**config.mk**
```make
export PLATFORM = sky130hd
export DESIGN_NAME = pic_top
export DESIGN_NICKNAME = d
export VERILOG_FILES = /design/src/include/pic_pkg.sv /design/src/include/pic_dbc_if.sv /design/src/hw/pic_debounce.sv /design/src/hw/pic_top.sv
export VERILOG_INCLUDE_DIRS = /design/src /design/src/include
export SDC_FILE = /design/constraint.sdc
export NUM_CORES = 1
export LEC_CHECK = 0
export CORE_MARGIN = 4
export CORE_UTILIZATION = 30
export CTS_CLUSTER_DIAMETER = 50
export DETAILED_ROUTE_END_ITERATION = 8
export DONT_BUFFER_PORTS = 1
export HOLD_SLACK_MARGIN = 0.08
export PLACE_DENSITY = 0.54
export SLEW_MARGIN = 20
export SYNTH_ARGS = -nofsm -noshare
export SYNTH_HDL_FRONTEND = slang
export SYNTH_SLANG_ARGS = --single-unit
```
**constraint.sdc**
```tcl
create_clock -name clk -period 2.3 [get_ports clk]
set_input_delay 0.115 -clock clk [delete_from_list [all_inputs] [get_ports clk]]
set_output_delay 0.115 -clock clk [all_outputs]
set_load 0.02 [all_outputs]
```
**src/include/pic_defines.svh**
```systemverilog
// Purpose: Offsets, reset values, field layouts and timing counts.
// Assumes: A 100 MHz system clock.
// Notes:   Cycle counts are derived from times in ms.
`ifndef PIC_DEFINES_SVH
`define PIC_DEFINES_SVH

// ----------------------------------------------------------------
// Register offsets
// ----------------------------------------------------------------
`define PIC_OFS_CHG_STAT   8'h01
`define PIC_OFS_REG_STAT   8'h02
`define PIC_OFS_CHG_MASK   8'h03
`define PIC_OFS_REG_MASK   8'h04
`define PIC_OFS_CHG_ACK    8'h05
`define PIC_OFS_REG_ACK    8'h06
`define PIC_OFS_GPIO_MASK  8'h0f
`define PIC_OFS_GPIO_DEF   8'h10

// ----------------------------------------------------------------
// Reset values and field layouts
// ----------------------------------------------------------------
`define PIC_RST_ZERO       8'h00
`define PIC_RST_MASK       8'hff
`define PIC_RST_GPIO_MASK  8'h0f
`define PIC_RD_UNMAPPED    8'hff
`define PIC_CHG_EDGE       8'h21
`define PIC_CHG_LEVEL      8'hde
`define PIC_CHG_WCLR       8'h1e
`define PIC_REG_EDGE       8'he0
`define PIC_REG_LEVEL      8'h0f
`define PIC_I2C_ADDR6      6'h24

// ----------------------------------------------------------------
// Timing: times in ms, counts in clock cycles
// ----------------------------------------------------------------
`define PIC_CLK_KHZ        100000
`define PIC_DBC_MS         56
`define PIC_POR_FAST_MS    100
`define PIC_POR_SLOW_MS    1000
`define PIC_CPU_RST_MS     10
`define PIC_SD_UVLO_MS     1
`define PIC_SD_HOT_MS      1
`define PIC_SD_LID_MS      10
`define PIC_DBC_CYC        (`PIC_DBC_MS * `PIC_CLK_KHZ)
`define PIC_POR_FAST_CYC   (`PIC_POR_FAST_MS * `PIC_CLK_KHZ)
`define PIC_POR_SLOW_CYC   (`PIC_POR_SLOW_MS * `PIC_CLK_KHZ)
`define PIC_CPU_RST_CYC    (`PIC_CPU_RST_MS * `PIC_CLK_KHZ)
`define PIC_SD_UVLO_CYC    (`PIC_SD_UVLO_MS * `PIC_CLK_KHZ)
`define PIC_SD_HOT_CYC     (`PIC_SD_HOT_MS * `PIC_CLK_KHZ)
`define PIC_SD_LID_CYC     (`PIC_SD_LID_MS * `PIC_CLK_KHZ)

`endif

```
**src/include/pic_pkg.sv**
```systemverilog
// Purpose: Shared types of the interrupt and reset controller.
// Assumes: Constants live in pic_defines.svh.
// Notes:   Gray codes in the order each machine's states are listed.
package pic_pkg;

  // Supervisor states: hold, delay, run, core wait, reset pulse.
  typedef enum logic [2:0] {
    POR_HOLD   = 3'h0,
    POR_DLY    = 3'h1,
    POR_RUN    = 3'h3,
    POR_CWAIT  = 3'h2,
    POR_CPULSE = 3'h6
  } pic_por_t;

  // Serial port states.
  typedef enum logic [2:0] {
    I2C_IDLE = 3'h0,
    I2C_ADDR = 3'h1,
    I2C_AACK = 3'h3,
    I2C_WR   = 3'h2,
    I2C_RD   = 3'h6,
    I2C_RACK = 3'h7
  } pic_i2c_t;

endpackage

```
**src/include/pic_dbc_if.sv**
```systemverilog
// Purpose: Carries one raw input and its debounced level.
// Assumes: Single clock domain.
// Notes:   filt is the debouncer end, user the consumer end.
`timescale 1ns/1ns
interface pic_dbc_if;
  logic raw;
  logic clean;
  modport filt (input raw, output clean);
  modport user (output raw, input clean);
endinterface // pic_dbc_if

```
**src/hw/pic_debounce.sv**
```systemverilog
// Purpose: Debounces one button or switch input.
// Assumes: Raw input is synchronous to clk.
// Notes:   Level changes only after CYC stable cycles.
`timescale 1ns/1ns
module pic_debounce #(
  parameter int unsigned CYC  = 32'd16,
  parameter logic        INIT = 1'b0
) (
  input wire logic clk,  // System clock.
  input wire logic srst, // Synchronous reset.
  pic_dbc_if.filt  d     // Raw in, clean out.
);
  logic [31:0] cnt_q;
  logic        clean_q;
  logic        moved;
  logic        done;

  // ------------------------------------------------------------
  // Stability counter
  // ------------------------------------------------------------
  // A glitch restarts the count, so bounces never leak through.
  assign moved   = d.raw != clean_q;
  assign done    = moved && (cnt_q >= CYC - 32'd1);
  assign d.clean = clean_q;

  // whole interval stable
  always_ff @(posedge clk)
  begin
    if (srst)
    begin
      cnt_q   <= 32'h0;
      clean_q <= INIT;
    end
    else
    begin
      cnt_q   <= (moved && !done) ? cnt_q + 32'h1 : 32'h0;
      clean_q <= done ? d.raw : clean_q;
    end
  end
endmodule // pic_debounce

```
**src/hw/pic_top.sv**
```systemverilog
// Purpose: Interrupt aggregation and reset supervision of the PMIC.
// Assumes: All inputs synchronous to clk; open-drain pins are
//          driven by outside buffers from the _n levels.
// Notes:   Registers are reached over the I2C slave port only.
// Summary of operation
// Hold resets low until main rail good, delay.
// Main rail below window reasserts system reset.
// Power-fail on undervoltage, overtemperature, lid low.
// Cut supplies after cause-specific delay.
// Debounce lid, reset button, power button.
// Lid removal warns the processor.
// Reset button gives fixed processor reset pulse.
// Power button leaves low power mode.
// Button, lid, undervoltage flag and interrupt.
// Any unmasked source pulls interrupt low.
// GPIO edge polarity from upper mask bits.
// Mask bits block sources; all masked at reset.
// Events captured even while masked.
// Status read sets acknowledge for set bits.
// Status latched before shifting out.
// Charge bits 5,0 edge set, ack clear.
// Other charge bits follow source level.
// Regulator bits 7-5 edge set, ack clear.
// Power-good bits 3-0 follow source level.
// Acknowledge clears when its status clears.
// GPIO detect blocked by lower mask bits.
// GPIO register shows direction and detect states.
// Write charge bits 1-4 resets charger.
// Interrupt active when set, unmasked, unacknowledged.
// Debounce needs stable level whole interval.
`timescale 1ns/1ns
`include "pic_defines.svh"
module pic_top #(
  parameter int unsigned DBC_CYC  = `PIC_DBC_CYC,
  parameter int unsigned POR_FAST = `PIC_POR_FAST_CYC,
  parameter int unsigned POR_SLOW = `PIC_POR_SLOW_CYC,
  parameter int unsigned CPU_CYC  = `PIC_CPU_RST_CYC,
  parameter int unsigned SD_UVLO  = `PIC_SD_UVLO_CYC,
  parameter int unsigned SD_HOT   = `PIC_SD_HOT_CYC,
  parameter int unsigned SD_LID   = `PIC_SD_LID_CYC
) (
  input  wire logic       clk,          // 100 MHz clock.
  input  wire logic       srst,         // Sync reset, high.
  input  wire logic       scl_i,        // Serial clock level.
  input  wire logic       sda_i,        // Serial data level.
  output logic            sda_o,        // Serial data out, 0.
  output logic            sda_oe,       // Pull data line low.
  input  wire logic       addr_lsb,     // Slave address LSB.
  input  wire logic       tpor,         // Slow reset delay.
  input  wire logic       main_pgood,   // Main rail in window.
  input  wire logic       core_pgood,   // Core rail stable.
  input  wire logic       uvlo,         // Supply undervoltage.
  input  wire logic       overtemp,     // Junction too hot.
  input  wire logic       lid_in,       // Lid raw, high closed.
  input  wire logic       user_reset_button_n,  // Reset button raw.
  input  wire logic       pwr_button,   // Power button raw.
  input  wire logic       lp_mode,      // In low power mode.
  input  wire logic [7:0] chg_src,      // Charger sources.
  input  wire logic [3:0] reg_fail,     // Rails out of window.
  input  wire logic [3:0] gpio_in,      // GPIO pin levels.
  output logic            sys_rst_n,    // Global reset.
  output logic            cpu_rst_n,    // Processor reset.
  output logic            pfail_n,      // Power-fail warning.
  output logic            int_n,        // Interrupt line.
  output logic            supplies_off, // Disable all rails.
  output logic            exit_lp,      // Leave low power.
  output logic            chg_reset,    // Charger reset pulse.
  output logic [3:0]      gpio_dir      // GPIO input select.
);
  pic_pkg::pic_por_t por_q, por_d;
  pic_pkg::pic_i2c_t st_q;
  logic [31:0] cnt_q, cnt_d, por_lim, sd_q, sd_lim;
  logic [7:0]  cs_q, rs_q, m1_q, m2_q, a1_q, a2_q, g3_q;
  logic [7:0]  cs_d, rs_d, a1_d, a2_d, chg_prev_q, reg_prev_q;
  logic [7:0]  reg_src, sh_q, ptr_q, rd_data;
  logic [3:0]  gdet_q, gdet_d, gprev_q, gedge, bc_q;
  logic [2:0]  cause;
  logic        hr_prev_q, pb_prev_q, hr_fall, pb_rise, sys_ok_d;
  logic        scl_q, sda_q, start, stop, scl_rise, scl_fall;
  logic        rw_q, first_q, match, wr_en, rd_load, irq;

  // ------------------------------------------------------------
  // Debounced inputs
  // ------------------------------------------------------------
  pic_dbc_if dl ();
  pic_dbc_if dh ();
  pic_dbc_if dp ();
  assign dl.raw = lid_in;
  assign dh.raw = user_reset_button_n;
  assign dp.raw = pwr_button;

  // three debouncers
  pic_debounce #(.CYC(DBC_CYC), .INIT(1'b0)) u_lid (
    .clk (clk),
    .srst(srst),
    .d   (dl)
  );
  pic_debounce #(.CYC(DBC_CYC), .INIT(1'b1)) u_hot (
    .clk (clk),
    .srst(srst),
    .d   (dh)
  );
  pic_debounce #(.CYC(DBC_CYC), .INIT(1'b0)) u_pwr (
    .clk (clk),
    .srst(srst),
    .d   (dp)
  );

  // Button events act on the debounced levels only.
  assign hr_fall = hr_prev_q && !dh.clean;
  assign pb_rise = !pb_prev_q && dp.clean;

  // ------------------------------------------------------------
  // Reset supervisor
  // ------------------------------------------------------------
  assign por_lim = tpor ? 32'(POR_SLOW) : 32'(POR_FAST);

  // Next state of the supervisor; main rail loss overrides all.
  always_comb
  begin
    por_d = por_q;
    cnt_d = cnt_q + 32'h1;
    case (por_q)
      pic_pkg::POR_HOLD:
      begin
        cnt_d = 32'h0;
        if (main_pgood)
          por_d = pic_pkg::POR_DLY;
      end
      // programmed release delay
      pic_pkg::POR_DLY:
      begin
        if (cnt_q >= por_lim - 32'h1)
        begin
          por_d = pic_pkg::POR_RUN;
          cnt_d = 32'h0;
        end
      end
      // button starts processor reset
      pic_pkg::POR_RUN:
      begin
        cnt_d = 32'h0;
        if (hr_fall)
          por_d = lp_mode ? pic_pkg::POR_CWAIT : pic_pkg::POR_CPULSE;
      end
      pic_pkg::POR_CWAIT:
      begin
        cnt_d = 32'h0;
        if (core_pgood)
          por_d = pic_pkg::POR_CPULSE;
      end
      pic_pkg::POR_CPULSE:
      begin
        if (cnt_q >= 32'(CPU_CYC) - 32'h1)
        begin
          por_d = pic_pkg::POR_RUN;
          cnt_d = 32'h0;
        end
      end
      default:
      begin
        por_d = pic_pkg::POR_HOLD;
        cnt_d = 32'h0;
      end
    endcase
    // rail out of window
    if (!main_pgood)
    begin
      por_d = pic_pkg::POR_HOLD;
      cnt_d = 32'h0;
    end
  end

  assign sys_ok_d = (por_d == pic_pkg::POR_RUN) ||
                    (por_d == pic_pkg::POR_CWAIT) ||
                    (por_d == pic_pkg::POR_CPULSE);
  // power-fail causes
  assign cause    = {!dl.clean, overtemp, uvlo};
  assign sd_lim   = cause[0] ? 32'(SD_UVLO) :
                    cause[1] ? 32'(SD_HOT) : 32'(SD_LID);

  // Supervisor registers and the reset-side outputs.
  // outputs held with reset
  always_ff @(posedge clk)
  begin
    if (srst)
    begin
      por_q     <= pic_pkg::POR_HOLD;
      cnt_q     <= 32'h0;
      sys_rst_n <= 1'b0;
      cpu_rst_n <= 1'b0;
      pfail_n   <= 1'b0;
    end
    else
    begin
      por_q     <= por_d;
      cnt_q     <= cnt_d;
      sys_rst_n <= sys_ok_d;
      cpu_rst_n <= (por_d == pic_pkg::POR_RUN) ||
                   (por_d == pic_pkg::POR_CWAIT);
      pfail_n   <= sys_ok_d && (cause == 3'h0);
    end
  end

  // delayed supply cut
  always_ff @(posedge clk)
  begin
    if (srst || cause == 3'h0)
    begin
      sd_q         <= 32'h0;
      supplies_off <= 1'b0;
    end
    else
    begin
      sd_q         <= (sd_q < sd_lim) ? sd_q + 32'h1 : sd_q;
      supplies_off <= sd_q >= sd_lim - 32'h1;
    end
  end

  // ------------------------------------------------------------
  // Status, acknowledge and GPIO detect
  // ------------------------------------------------------------
  // Edge bits stay until the source is low and already acked;
  // level bits simply follow the source. Set beats clear.
  function automatic logic [7:0] stat_next(
    input logic [7:0] stat, src, prev, ack, edg, lvl);
    stat_next = (edg & (stat | (src & ~prev)) & ~(~src & ack)) |
                (lvl & src);
  endfunction

  // lid removal flagged
  // button, lid, undervoltage
  assign reg_src = {dp.clean, !dl.clean, uvlo, 1'b0, reg_fail};
  // charge edge bits
  // charge level bits
  assign cs_d = stat_next(cs_q, chg_src, chg_prev_q, a1_q,
                          `PIC_CHG_EDGE, `PIC_CHG_LEVEL);
  // regulator edge bits
  // power-good level bits
  assign rs_d = stat_next(rs_q, reg_src, reg_prev_q, a2_q,
                          `PIC_REG_EDGE, `PIC_REG_LEVEL);

  // read sets acknowledge
  // ack follows status
  assign a1_d = (wr_en && ptr_q == `PIC_OFS_CHG_ACK) ? sh_q & cs_d :
                (a1_q | ((rd_load && ptr_q == `PIC_OFS_CHG_STAT) ?
                 cs_q : 8'h00)) & cs_d;
  assign a2_d = (wr_en && ptr_q == `PIC_OFS_REG_ACK) ? sh_q & rs_d :
                (a2_q | ((rd_load && ptr_q == `PIC_OFS_REG_STAT) ?
                 rs_q : 8'h00)) & rs_d;

  // edge polarity select
  assign gedge  = gpio_dir & ((g3_q[7:4] & gpio_in & ~gprev_q) |
                  (~g3_q[7:4] & ~gpio_in & gprev_q));
  // A written one clears a detect flag; a new edge still wins.
  assign gdet_d = gedge | (gdet_q & ~((wr_en &&
                  ptr_q == `PIC_OFS_GPIO_DEF) ? sh_q[3:0] : 4'h0));

  // pending unmasked source
  // any source, one line
  // GPIO blocked by mask
  assign irq = |(cs_q & ~m1_q & ~a1_q) | |(rs_q & ~m2_q & ~a2_q) |
               |(gdet_q & ~g3_q[3:0]);

  // capture regardless of mask
  always_ff @(posedge clk)
  begin
    if (srst)
    begin
      cs_q <= `PIC_RST_ZERO;
      rs_q <= `PIC_RST_ZERO;
      a1_q <= `PIC_RST_ZERO;
      a2_q <= `PIC_RST_ZERO;
      chg_prev_q <= `PIC_RST_ZERO;
      reg_prev_q <= `PIC_RST_ZERO;
      gdet_q <= 4'h0;
      gprev_q <= 4'h0;
    end
    else
    begin
      cs_q <= cs_d;
      rs_q <= rs_d;
      a1_q <= a1_d;
      a2_q <= a2_d;
      chg_prev_q <= chg_src;
      reg_prev_q <= reg_src;
      gdet_q <= gdet_d;
      gprev_q <= gpio_in;
    end
  end

  // Control registers and pulse outputs.
  // masked after reset
  always_ff @(posedge clk)
  begin
    if (srst)
    begin
      m1_q <= `PIC_RST_MASK;
      m2_q <= `PIC_RST_MASK;
      g3_q <= `PIC_RST_GPIO_MASK;
      gpio_dir <= 4'h0;
      hr_prev_q <= 1'b1;
      pb_prev_q <= 1'b0;
      int_n <= 1'b0;
      exit_lp <= 1'b0;
      chg_reset <= 1'b0;
    end
    else
    begin
      if (wr_en && ptr_q == `PIC_OFS_CHG_MASK)
        m1_q <= sh_q;
      if (wr_en && ptr_q == `PIC_OFS_REG_MASK)
        m2_q <= sh_q;
      if (wr_en && ptr_q == `PIC_OFS_GPIO_MASK)
        g3_q <= sh_q;
      if (wr_en && ptr_q == `PIC_OFS_GPIO_DEF)
        gpio_dir <= sh_q[7:4];
      hr_prev_q <= dh.clean;
      pb_prev_q <= dp.clean;
      int_n <= sys_ok_d && !irq;
      // button wakes device
      exit_lp <= lp_mode && (hr_fall || pb_rise);
      // written bits reset charger
      chg_reset <= wr_en && ptr_q == `PIC_OFS_CHG_STAT &&
                   |(sh_q & `PIC_CHG_WCLR);
    end
  end

  // ------------------------------------------------------------
  // I2C slave port
  // ------------------------------------------------------------
  assign start    = scl_i && scl_q && sda_q && !sda_i;
  assign stop     = scl_i && scl_q && !sda_q && sda_i;
  assign scl_rise = scl_i && !scl_q;
  assign scl_fall = !scl_i && scl_q;
  assign match    = sh_q[7:1] == {`PIC_I2C_ADDR6, addr_lsb};
  assign wr_en    = st_q == pic_pkg::I2C_WR && scl_fall &&
                    bc_q == 4'h8 && !first_q && !start && !stop;
  // snapshot before shifting
  assign rd_load  = scl_fall && !start && !stop &&
                    ((st_q == pic_pkg::I2C_AACK && rw_q) ||
                     st_q == pic_pkg::I2C_RACK);

  // Read data select; unmapped offsets read all ones.
  // direction and detect states
  always_comb
  begin
    if (ptr_q == `PIC_OFS_CHG_STAT)       rd_data = cs_q;
    else if (ptr_q == `PIC_OFS_REG_STAT)  rd_data = rs_q;
    else if (ptr_q == `PIC_OFS_CHG_MASK)  rd_data = m1_q;
    else if (ptr_q == `PIC_OFS_REG_MASK)  rd_data = m2_q;
    else if (ptr_q == `PIC_OFS_CHG_ACK)   rd_data = a1_q;
    else if (ptr_q == `PIC_OFS_REG_ACK)   rd_data = a2_q;
    else if (ptr_q == `PIC_OFS_GPIO_MASK) rd_data = g3_q;
    else if (ptr_q == `PIC_OFS_GPIO_DEF)  rd_data = {gpio_dir, gdet_q};
    else                                  rd_data = `PIC_RD_UNMAPPED;
  end

  // Byte engine. The data line only changes while the clock is low.
  always_ff @(posedge clk)
  begin
    scl_q <= srst ? 1'b1 : scl_i;
    sda_q <= srst ? 1'b1 : sda_i;
    sda_o <= 1'b0;
    if (srst || stop)
    begin
      st_q <= pic_pkg::I2C_IDLE;
      sda_oe <= 1'b0;
      if (srst)
      begin
        sh_q <= 8'h00;
        ptr_q <= 8'h00;
        bc_q <= 4'h0;
        rw_q <= 1'b0;
        first_q <= 1'b0;
      end
    end
    else if (start)
    begin
      st_q <= pic_pkg::I2C_ADDR;
      bc_q <= 4'h0;
      sda_oe <= 1'b0;
    end
    else
      case (st_q)
        pic_pkg::I2C_ADDR, pic_pkg::I2C_WR:
          if (scl_rise)
          begin
            sh_q <= {sh_q[6:0], sda_i};
            bc_q <= bc_q + 4'h1;
          end
          else if (scl_fall && bc_q == 4'h8)
          begin
            if (st_q == pic_pkg::I2C_ADDR && !match)
              st_q <= pic_pkg::I2C_IDLE;
            else
            begin
              st_q <= pic_pkg::I2C_AACK;
              sda_oe <= 1'b1;
              first_q <= st_q == pic_pkg::I2C_ADDR;
              if (st_q == pic_pkg::I2C_ADDR)
                rw_q <= sh_q[0];
              else if (first_q)
                ptr_q <= sh_q;
            end
          end
        pic_pkg::I2C_AACK:
          if (scl_fall)
          begin
            bc_q <= 4'h0;
            st_q <= rw_q ? pic_pkg::I2C_RD : pic_pkg::I2C_WR;
            sh_q <= rw_q ? rd_data : sh_q;
            sda_oe <= rw_q && !rd_data[7];
          end
        pic_pkg::I2C_RD:
          if (scl_fall && bc_q == 4'h7)
          begin
            st_q <= pic_pkg::I2C_RACK;
            sda_oe <= 1'b0;
          end
          else if (scl_fall)
          begin
            sh_q <= {sh_q[6:0], 1'b0};
            sda_oe <= !sh_q[6];
            bc_q <= bc_q + 4'h1;
          end
        pic_pkg::I2C_RACK:
          if (scl_rise && sda_i)
            st_q <= pic_pkg::I2C_IDLE;
          else if (scl_fall)
          begin
            st_q <= pic_pkg::I2C_RD;
            bc_q <= 4'h0;
            sh_q <= rd_data;
            sda_oe <= !rd_data[7];
          end
        default:
          st_q <= pic_pkg::I2C_IDLE;
      endcase
  end
endmodule // pic_top

```
==> impl_metrics.csv, run 1 <==
group,metric,value,unit
synthesis,ys_seq_area_frac,0.460,
synthesis,synth_largest_area_cell,"dfxtp_1",
cts,htreeDepth,2,
grt,grt_pass1_vias,10200,
routing,via_count,10400,
grt,antenna_found_initial,2,
floorplanning,initial_core_util,0.303,
min_path,hold_path_class,"in -> reg",
timing,setup_violations,0,
synthesis,synth_top_area_share,0.406,
worst_setup_path,criticalPathCategory,"reg -> reg",
worst_setup_path,r2r_cells,7,
synthesis,synth_edf_count,22,
cts,numCtsBuffers,35,
timing,fmax,0.441,GHz
worst_setup_path,cp-end-kind,"register",
layout,fin_util,0.379,
grt,grt_pass1_wl,52600,um
placement,dp.cells,2001,
layout,drive_gt1_frac,0.127,
synthesis,synth_seq_cells,273,
synthesis,synthCells,1402,
worst_setup_path,startpoint_type,"register",
cts,cts-root-buf,"clkbuf_16",
timing,relSlewSlack,0.519,
synthesis,yosys-top-cells-area,"dfxtp_1 (41%), edfxtp_1 (5.3%), nor2_1 (4.9%)",
placement,port_buffers,0,
placement,gp_routability_congestion,0.863,
flow_run,drv_cap,0,
timing,timing.hold.ws,0.112,ns
routing,drt-initial-drc-count,652,
worst_setup_path,r2r-start,"sd_q[12]",
layout,layout.nets,1610,
worst_setup_path,ff2ff_setup_slack,0.03,ns
timing,finalCritPeriodShare,0.986,
routing,met2_length,14000,um
layout,area_growth,25.2,%
routing,wirelength,32100,um
timing,rsz0062_at_grt,"true",
routing,wl_met3,1990,um
synthesis,syn_area_per_cell,8.82,um^2
routing,top_layer_used,"met4",
synthesis,ys_types,75,
routing,wl_met1,15300,um
cts,clockBufferDepth,3,
floorplanning,ios,43,
worst_setup_path,critical_path_arrival,2.71,ns
timing,hold_viol,0,
cts,clock_latency,0.52,ns
synthesis,synthTopCellsByCount,"dfxtp_1 (251), nor2_1 (163), nand2_1 (130), a21oi_1 (106), nand3_1 (57)",
floorplanning,die-area,44500,um^2
min_path,hp-start,"sda_i",
synthesis,async_flop_share,0,
cts,cts_sinks,273,
placement,post-dp-hpwl,22400,um
grt,grt_overflow,0,
pwr,p_leak,5.84,nW
routing,ant_nets,0,
floorplanning,rows,74,
floorplanning,die_y,211,um
pwr,power-per-cell-area,715,nW/um^2
routing,vias_per_cell,4.95,
min_path,hold_end,"st_q[1]",
cts,cts_tree,"yes",
synthesis,synth_most_common_cell,"dfxtp_1",
routing,drc,0,
min_path,min_path_cells,4,
status,status,"finished, final reports clean",
timing,finalCriticalPeriod,2.27,ns
layout,fillCellCount,4100,
cts,clk_pin_slew,0.06,ns
floorplanning,coreArea,40800,um^2
timing,worstMarginPinSlew,0.715,ns
worst_setup_path,timing.critical_path.from,"sd_q[12]",
timing,skew,0.0234,ns
worst_setup_path,r2r-end,"sd_q[15]",
synthesis,ys.flop_type,"dfxtp_1",
routing,post_drt_wl_per_cell,15.2,um
grt,grt_start_max_net_pins,53,
routing,drt_first_pass_iters,5,
worst_setup_path,path_max_fanout,8,
layout,final_cells,2108,
pwr,ir_drop,466,uV
layout,multi_input_area,6560,um^2
timing,finalSetupTns,0,ns
floorplanning,die_x,211,um
layout,seqCellArea,5690,um^2
synthesis,ys_warn_count,0,
worst_setup_path,crit_required,2.75,ns
grt,grt_use_total,0.142,
timing,drv_slew,0,
synthesis,synth.cell_area,12400,um^2
[layout make-up]
class,instances,area share
clock inverters,16,0.0106
repair buffers,137,0.0803
well taps,532,0.0430
diodes,2,0.000323
multi-input cells,1066,0.424
flip-flops and latches,273,0.367
clock buffers,46,0.0659
inverters,36,0.00873
[worst max path at each step]
stage	to	slack, ns	cells after the start
floorplan	sd_q[15]	-0.0005	7
global placement	sd_q[15]	-0.05	8
detailed placement	sd_q[20]	-0.12	12
CTS	sd_q[15]	0.003	8
global route	sd_q[15]	-0.03	7
finish	sd_q[15]	0.03	7
[where the power goes]
part	internal, mW	switching (mW)	leakage, nW
Clock	3.32	2.23	0.583
Combinational	0.225	0.312	3.00
Sequential	4.90	0.0758	2.26
Total	8.44	2.62	5.84
[flip-flops by register name (all words and copies together) (netlist names), 4 cells and up]
name,count
gpio_dir,4
gdet_q,4
a2_q,7
u_hot.cnt_q,32
m2_q,8
ptr_q,8
bc_q,4
u_pwr.cnt_q,32
m1_q,8
u_lid.cnt_q,32
cnt_q,32
sh_q,8
sd_q,32
reg_prev_q,7
g3_q,8
gprev_q,4
cs_q,8
a1_q,8
[cells by family (layout without fill, tap and decap cells)]
group,count (synthesis),after routing,synth area share
XOR/XNOR,98,98,0.0694
multiplexers,30,30,0.0244
buffers and inverters,94,235,0.0297
flip-flops,273,273,0.460
adder cells (fa/ha/maj),31,31,0.0314
AND/OR/NAND/NOR,601,601,0.243
AO/OA/AOI/OAI,274,274,0.142
other,1,34,0.000303
[cells in the final DEF, fill, tap and decap left out, types with 32 or more instances in the layout]
cell type / synthesis / layout
a21oi_1: 106 / 103
buf_4: 1 / 87
clkbuf_16: 0 / 38
conb_1: 1 / 32
dfxtp_1: 251 / 248
dlygate4sd3_1: 0 / 34
inv_1: 35 / 35
nand2_1: 130 / 130
nand3_1: 57 / 57
nor2_1: 163 / 161
nor3_1: 38 / 37
o21ai_0: 50 / 49
xnor2_1: 51 / 51
xor2_1: 47 / 47
[stage by stage]
stage / cell area, um^2 / setup slack, ns / total power [mW]
final: 15500 / 0.0332 / 11.1
after detailed placement: 13700 / -0.122 / 5.52
after global routing: 15500 / -0.0296 / 11.5
after global placement: 13700 / -0.0482 / 5.52
after CTS: 15300 / 0.00256 / 11.2
after floorplan: 12500 / -0.000519 / 5.35
[worst max-delay path, cell delays in order, from the launching register on]
cell     delay (ns)
dfxtp_2        0.31
or3_4          0.39
o311a_4        0.37
o31ai_4        0.29
buf_6          0.16
nand2_8        0.06
or4_4          0.48
a21oi_2        0.14
[repair_timing]
item                                    4_1_cts  5_1_grt
cloned                                        0        1
pin swaps                                     2       11
endpoints found under the setup margin       25       61
gates resized for setup                       6       34
hold endpoints to repair                    115        1
buffers inserted                              2        5
hold buffers                                 35        1
[per-layer routing]
layer | GRT usage | up-vias
li1 | - | 5247
met1 | 0.200 | 4868
met2 | 0.219 | 256
met3 | 0.0306 | 68
met4 | 0.0465 | 0
met5 | 0 | -
No activity file was read; power rests on OpenSTA's default activity.
==> run 2, diff against run 1 <==
Settings changed: BUFFER_PORTS_ARGS set to -buffer_cell sky130_fd_sc_hd__buf_2, DONT_BUFFER_PORTS 1 to unset, PLACE_DENSITY 0.54 to 0.55.
==> run 2 against run 1 <==
  * Register-to-register slack better by 0.02 ns
  * Routed wire length fell by 2.0%
  * Utilization up 0.59 points
  * Clock skew down 0.0062 ns
  * Largest cell class unchanged
==> impl_metrics.csv, run 2 (synthesis results as in run 1) <==
group,metric,value,unit
timing,relSlewSlack,0.507,
routing,vias_per_cell,4.91,
min_path,hold_end,"cpu_rst_n",
cts,cts_sinks,273,
floorplanning,die-area,44500,um^2
worst_setup_path,startpoint_type,"register",
layout,fin_util,0.385,
floorplanning,ios,43,
grt,grt_use_total,0.140,
routing,drt-initial-drc-count,779,
pwr,p_leak,6.06,nW
routing,wirelength,31500,um
layout,area_growth,27.2,%
timing,drv_slew,0,
pwr,power-per-cell-area,729,nW/um^2
worst_setup_path,r2r-end,"int_n",
status,status,"finished, final reports clean",
routing,via_count,10600,
timing,skew,0.0172,ns
floorplanning,coreArea,40800,um^2
placement,port_buffers,41,
timing,worstMarginPinSlew,0.732,ns
pwr,pwr-share-comb,0.048,
pwr,netSwitchingFraction,0.226,
cts,numCtsBuffers,37,
worst_setup_path,r2r-start,"cnt_q[26]",
min_path,hold_path_class,"in -> reg",
timing,finalCritPeriodShare,0.979,
floorplanning,die_x,211,um
cts,cts_tree,"yes",
placement,gp_routability_congestion,0.882,
floorplanning,initial_core_util,0.303,
pwr,p_switching,2.58,mW
min_path,hp-start,"core_pgood",
cts,htreeDepth,2,
grt,grt_pass1_wl,52200,um
worst_setup_path,r2r_cells,8,
placement,dp.cells,2052,
grt,grt_start_max_net_pins,29,
grt,antenna_found_initial,2,
pwr,ir_drop,382,uV
routing,drt_first_pass_iters,6,
timing,finalCriticalPeriod,2.25,ns
cts,clk_pin_slew,0.05,ns
grt,grt_overflow,0,
timing,setup_violations,0,
flow_run,drv_cap,0,
floorplanning,rows,74,
worst_setup_path,path_max_fanout,5,
layout,fillCellCount,4114,
routing,ant_nets,0,
worst_setup_path,cp-end-kind,"register",
cts,cts-root-buf,"clkbuf_16",
timing,hold_viol,0,
worst_setup_path,critical_path_arrival,2.67,ns
pwr,sequentialPowerShare,0.434,
min_path,min_path_cells,5,
layout,mostFrequentLayoutCells,"dfxtp_1 (249), nor2_1 (162), nand2_1 (130)",
floorplanning,die_y,211,um
worst_setup_path,crit_required,2.71,ns
layout,layout_commonest_cell,"dfxtp_1",
pwr,cellInternalPower,8.87,mW
layout,final_cells,2153,
timing,timing.hold.ws,0.0902,ns
pwr,clock_power_share,0.517,
layout,antenna_cells,0,
timing,fmax,0.444,GHz
grt,grt_pass1_vias,10200,
worst_setup_path,ff2ff_setup_slack,0.05,ns
cts,clock_latency,0.52,ns
routing,drc,0,
placement,post-dp-hpwl,22300,um
worst_setup_path,criticalPathCategory,"reg -> reg",
routing,post_drt_wl_per_cell,14.6,um
layout,layout.nets,1655,
layout,drive_gt1_frac,0.154,
cts,clockBufferDepth,3,
-- run 2: area by class of cell --
type	instances	area, um^2	area share
Sequential cell	273	5690	0.362
Multi-Input combinational cell	1066	6530	0.415
Inverter	36	135	0.00859
Clock inverter	19	233	0.0148
Clock buffer	47	1060	0.0672
Timing Repair Buffer	180	1420	0.0902
Tap cell	532	666	0.0423
-- run 2: power by group through the flow --
stage          Clock [mW]  Sequential (mW)  Combinational, mW
5_1_grt              6.34             4.98              0.609
4_1_cts              6.11             4.97              0.544
3_3_place_gp            0             5.07              0.500
3_5_place_dp            0             5.08              0.503
2_1_floorplan           0             5.05              0.294
6_report             5.93             4.98              0.553
-- run 2: worst max-delay path by stage --
| stage | startpoint | to | cells past startpoint | slack, ns |
|---|---|---|---|---|
| 6_report | cnt_q[26] | int_n | 8 | 0.05 |
| 5_1_grt | cnt_q[26] | int_n | 8 | -0.04 |
| 4_1_cts | cnt_q[31] | cnt_q[1] | 5 | 0.003 |
| 3_5_place_dp | overtemp | sd_q[15] | 9 | -0.16 |
| 3_3_place_gp | tpor | int_n | 10 | -0.17 |
| 2_1_floorplan | sd_q[10] | sd_q[15] | 7 | -0.0005 |
-- run 2: critical path: stages (launching register included) --
cell	delay [ns]
dfxtp_1	0.35
ha_1	0.28
nor2b_1	0.17
nand4b_1	0.14
or3_1	0.40
nor3_1	0.20
o21ai_0	0.09
buf_4	0.20
nor4_4	0.34
-- run 2: metrics by stage --
stage	setup TNS [ns]	worst slack [ns]	cell area [um^2]	power [mW]
3_5_place_dp	-1.07	-0.159	14000	5.58
4_1_cts	0	0.00300	15600	11.6
5_1_grt	-0.231	-0.0388	15700	11.9
3_3_place_gp	-0.532	-0.166	14000	5.57
2_1_floorplan	-0.000519	-0.000519	12500	5.35
6_report	0	0.0492	15700	11.5
-- run 2: repair_timing --
| item | 4_1_cts | 5_1_grt |
|---|---|---|
| buffers inserted | 3 | 6 |
| setup endpoints to repair | 17 | 97 |
| hold endpoints to repair | 49 | 0 |
| pin swaps | 1 | 8 |
| hold buffers | 27 | 0 |
| gates resized for setup | 5 | 24 |
-- run 2: layer usage --
layer | track usage | part of all wire | vias to the layer above
li1 | - | - | 5340
met4 | 0.0407 | 0.022 | 4
met3 | 0.0306 | 0.053 | 57
met2 | 0.216 | 0.44 | 212
met1 | 0.199 | 0.48 | 4968
met5 | 0 | 0.00073 | -
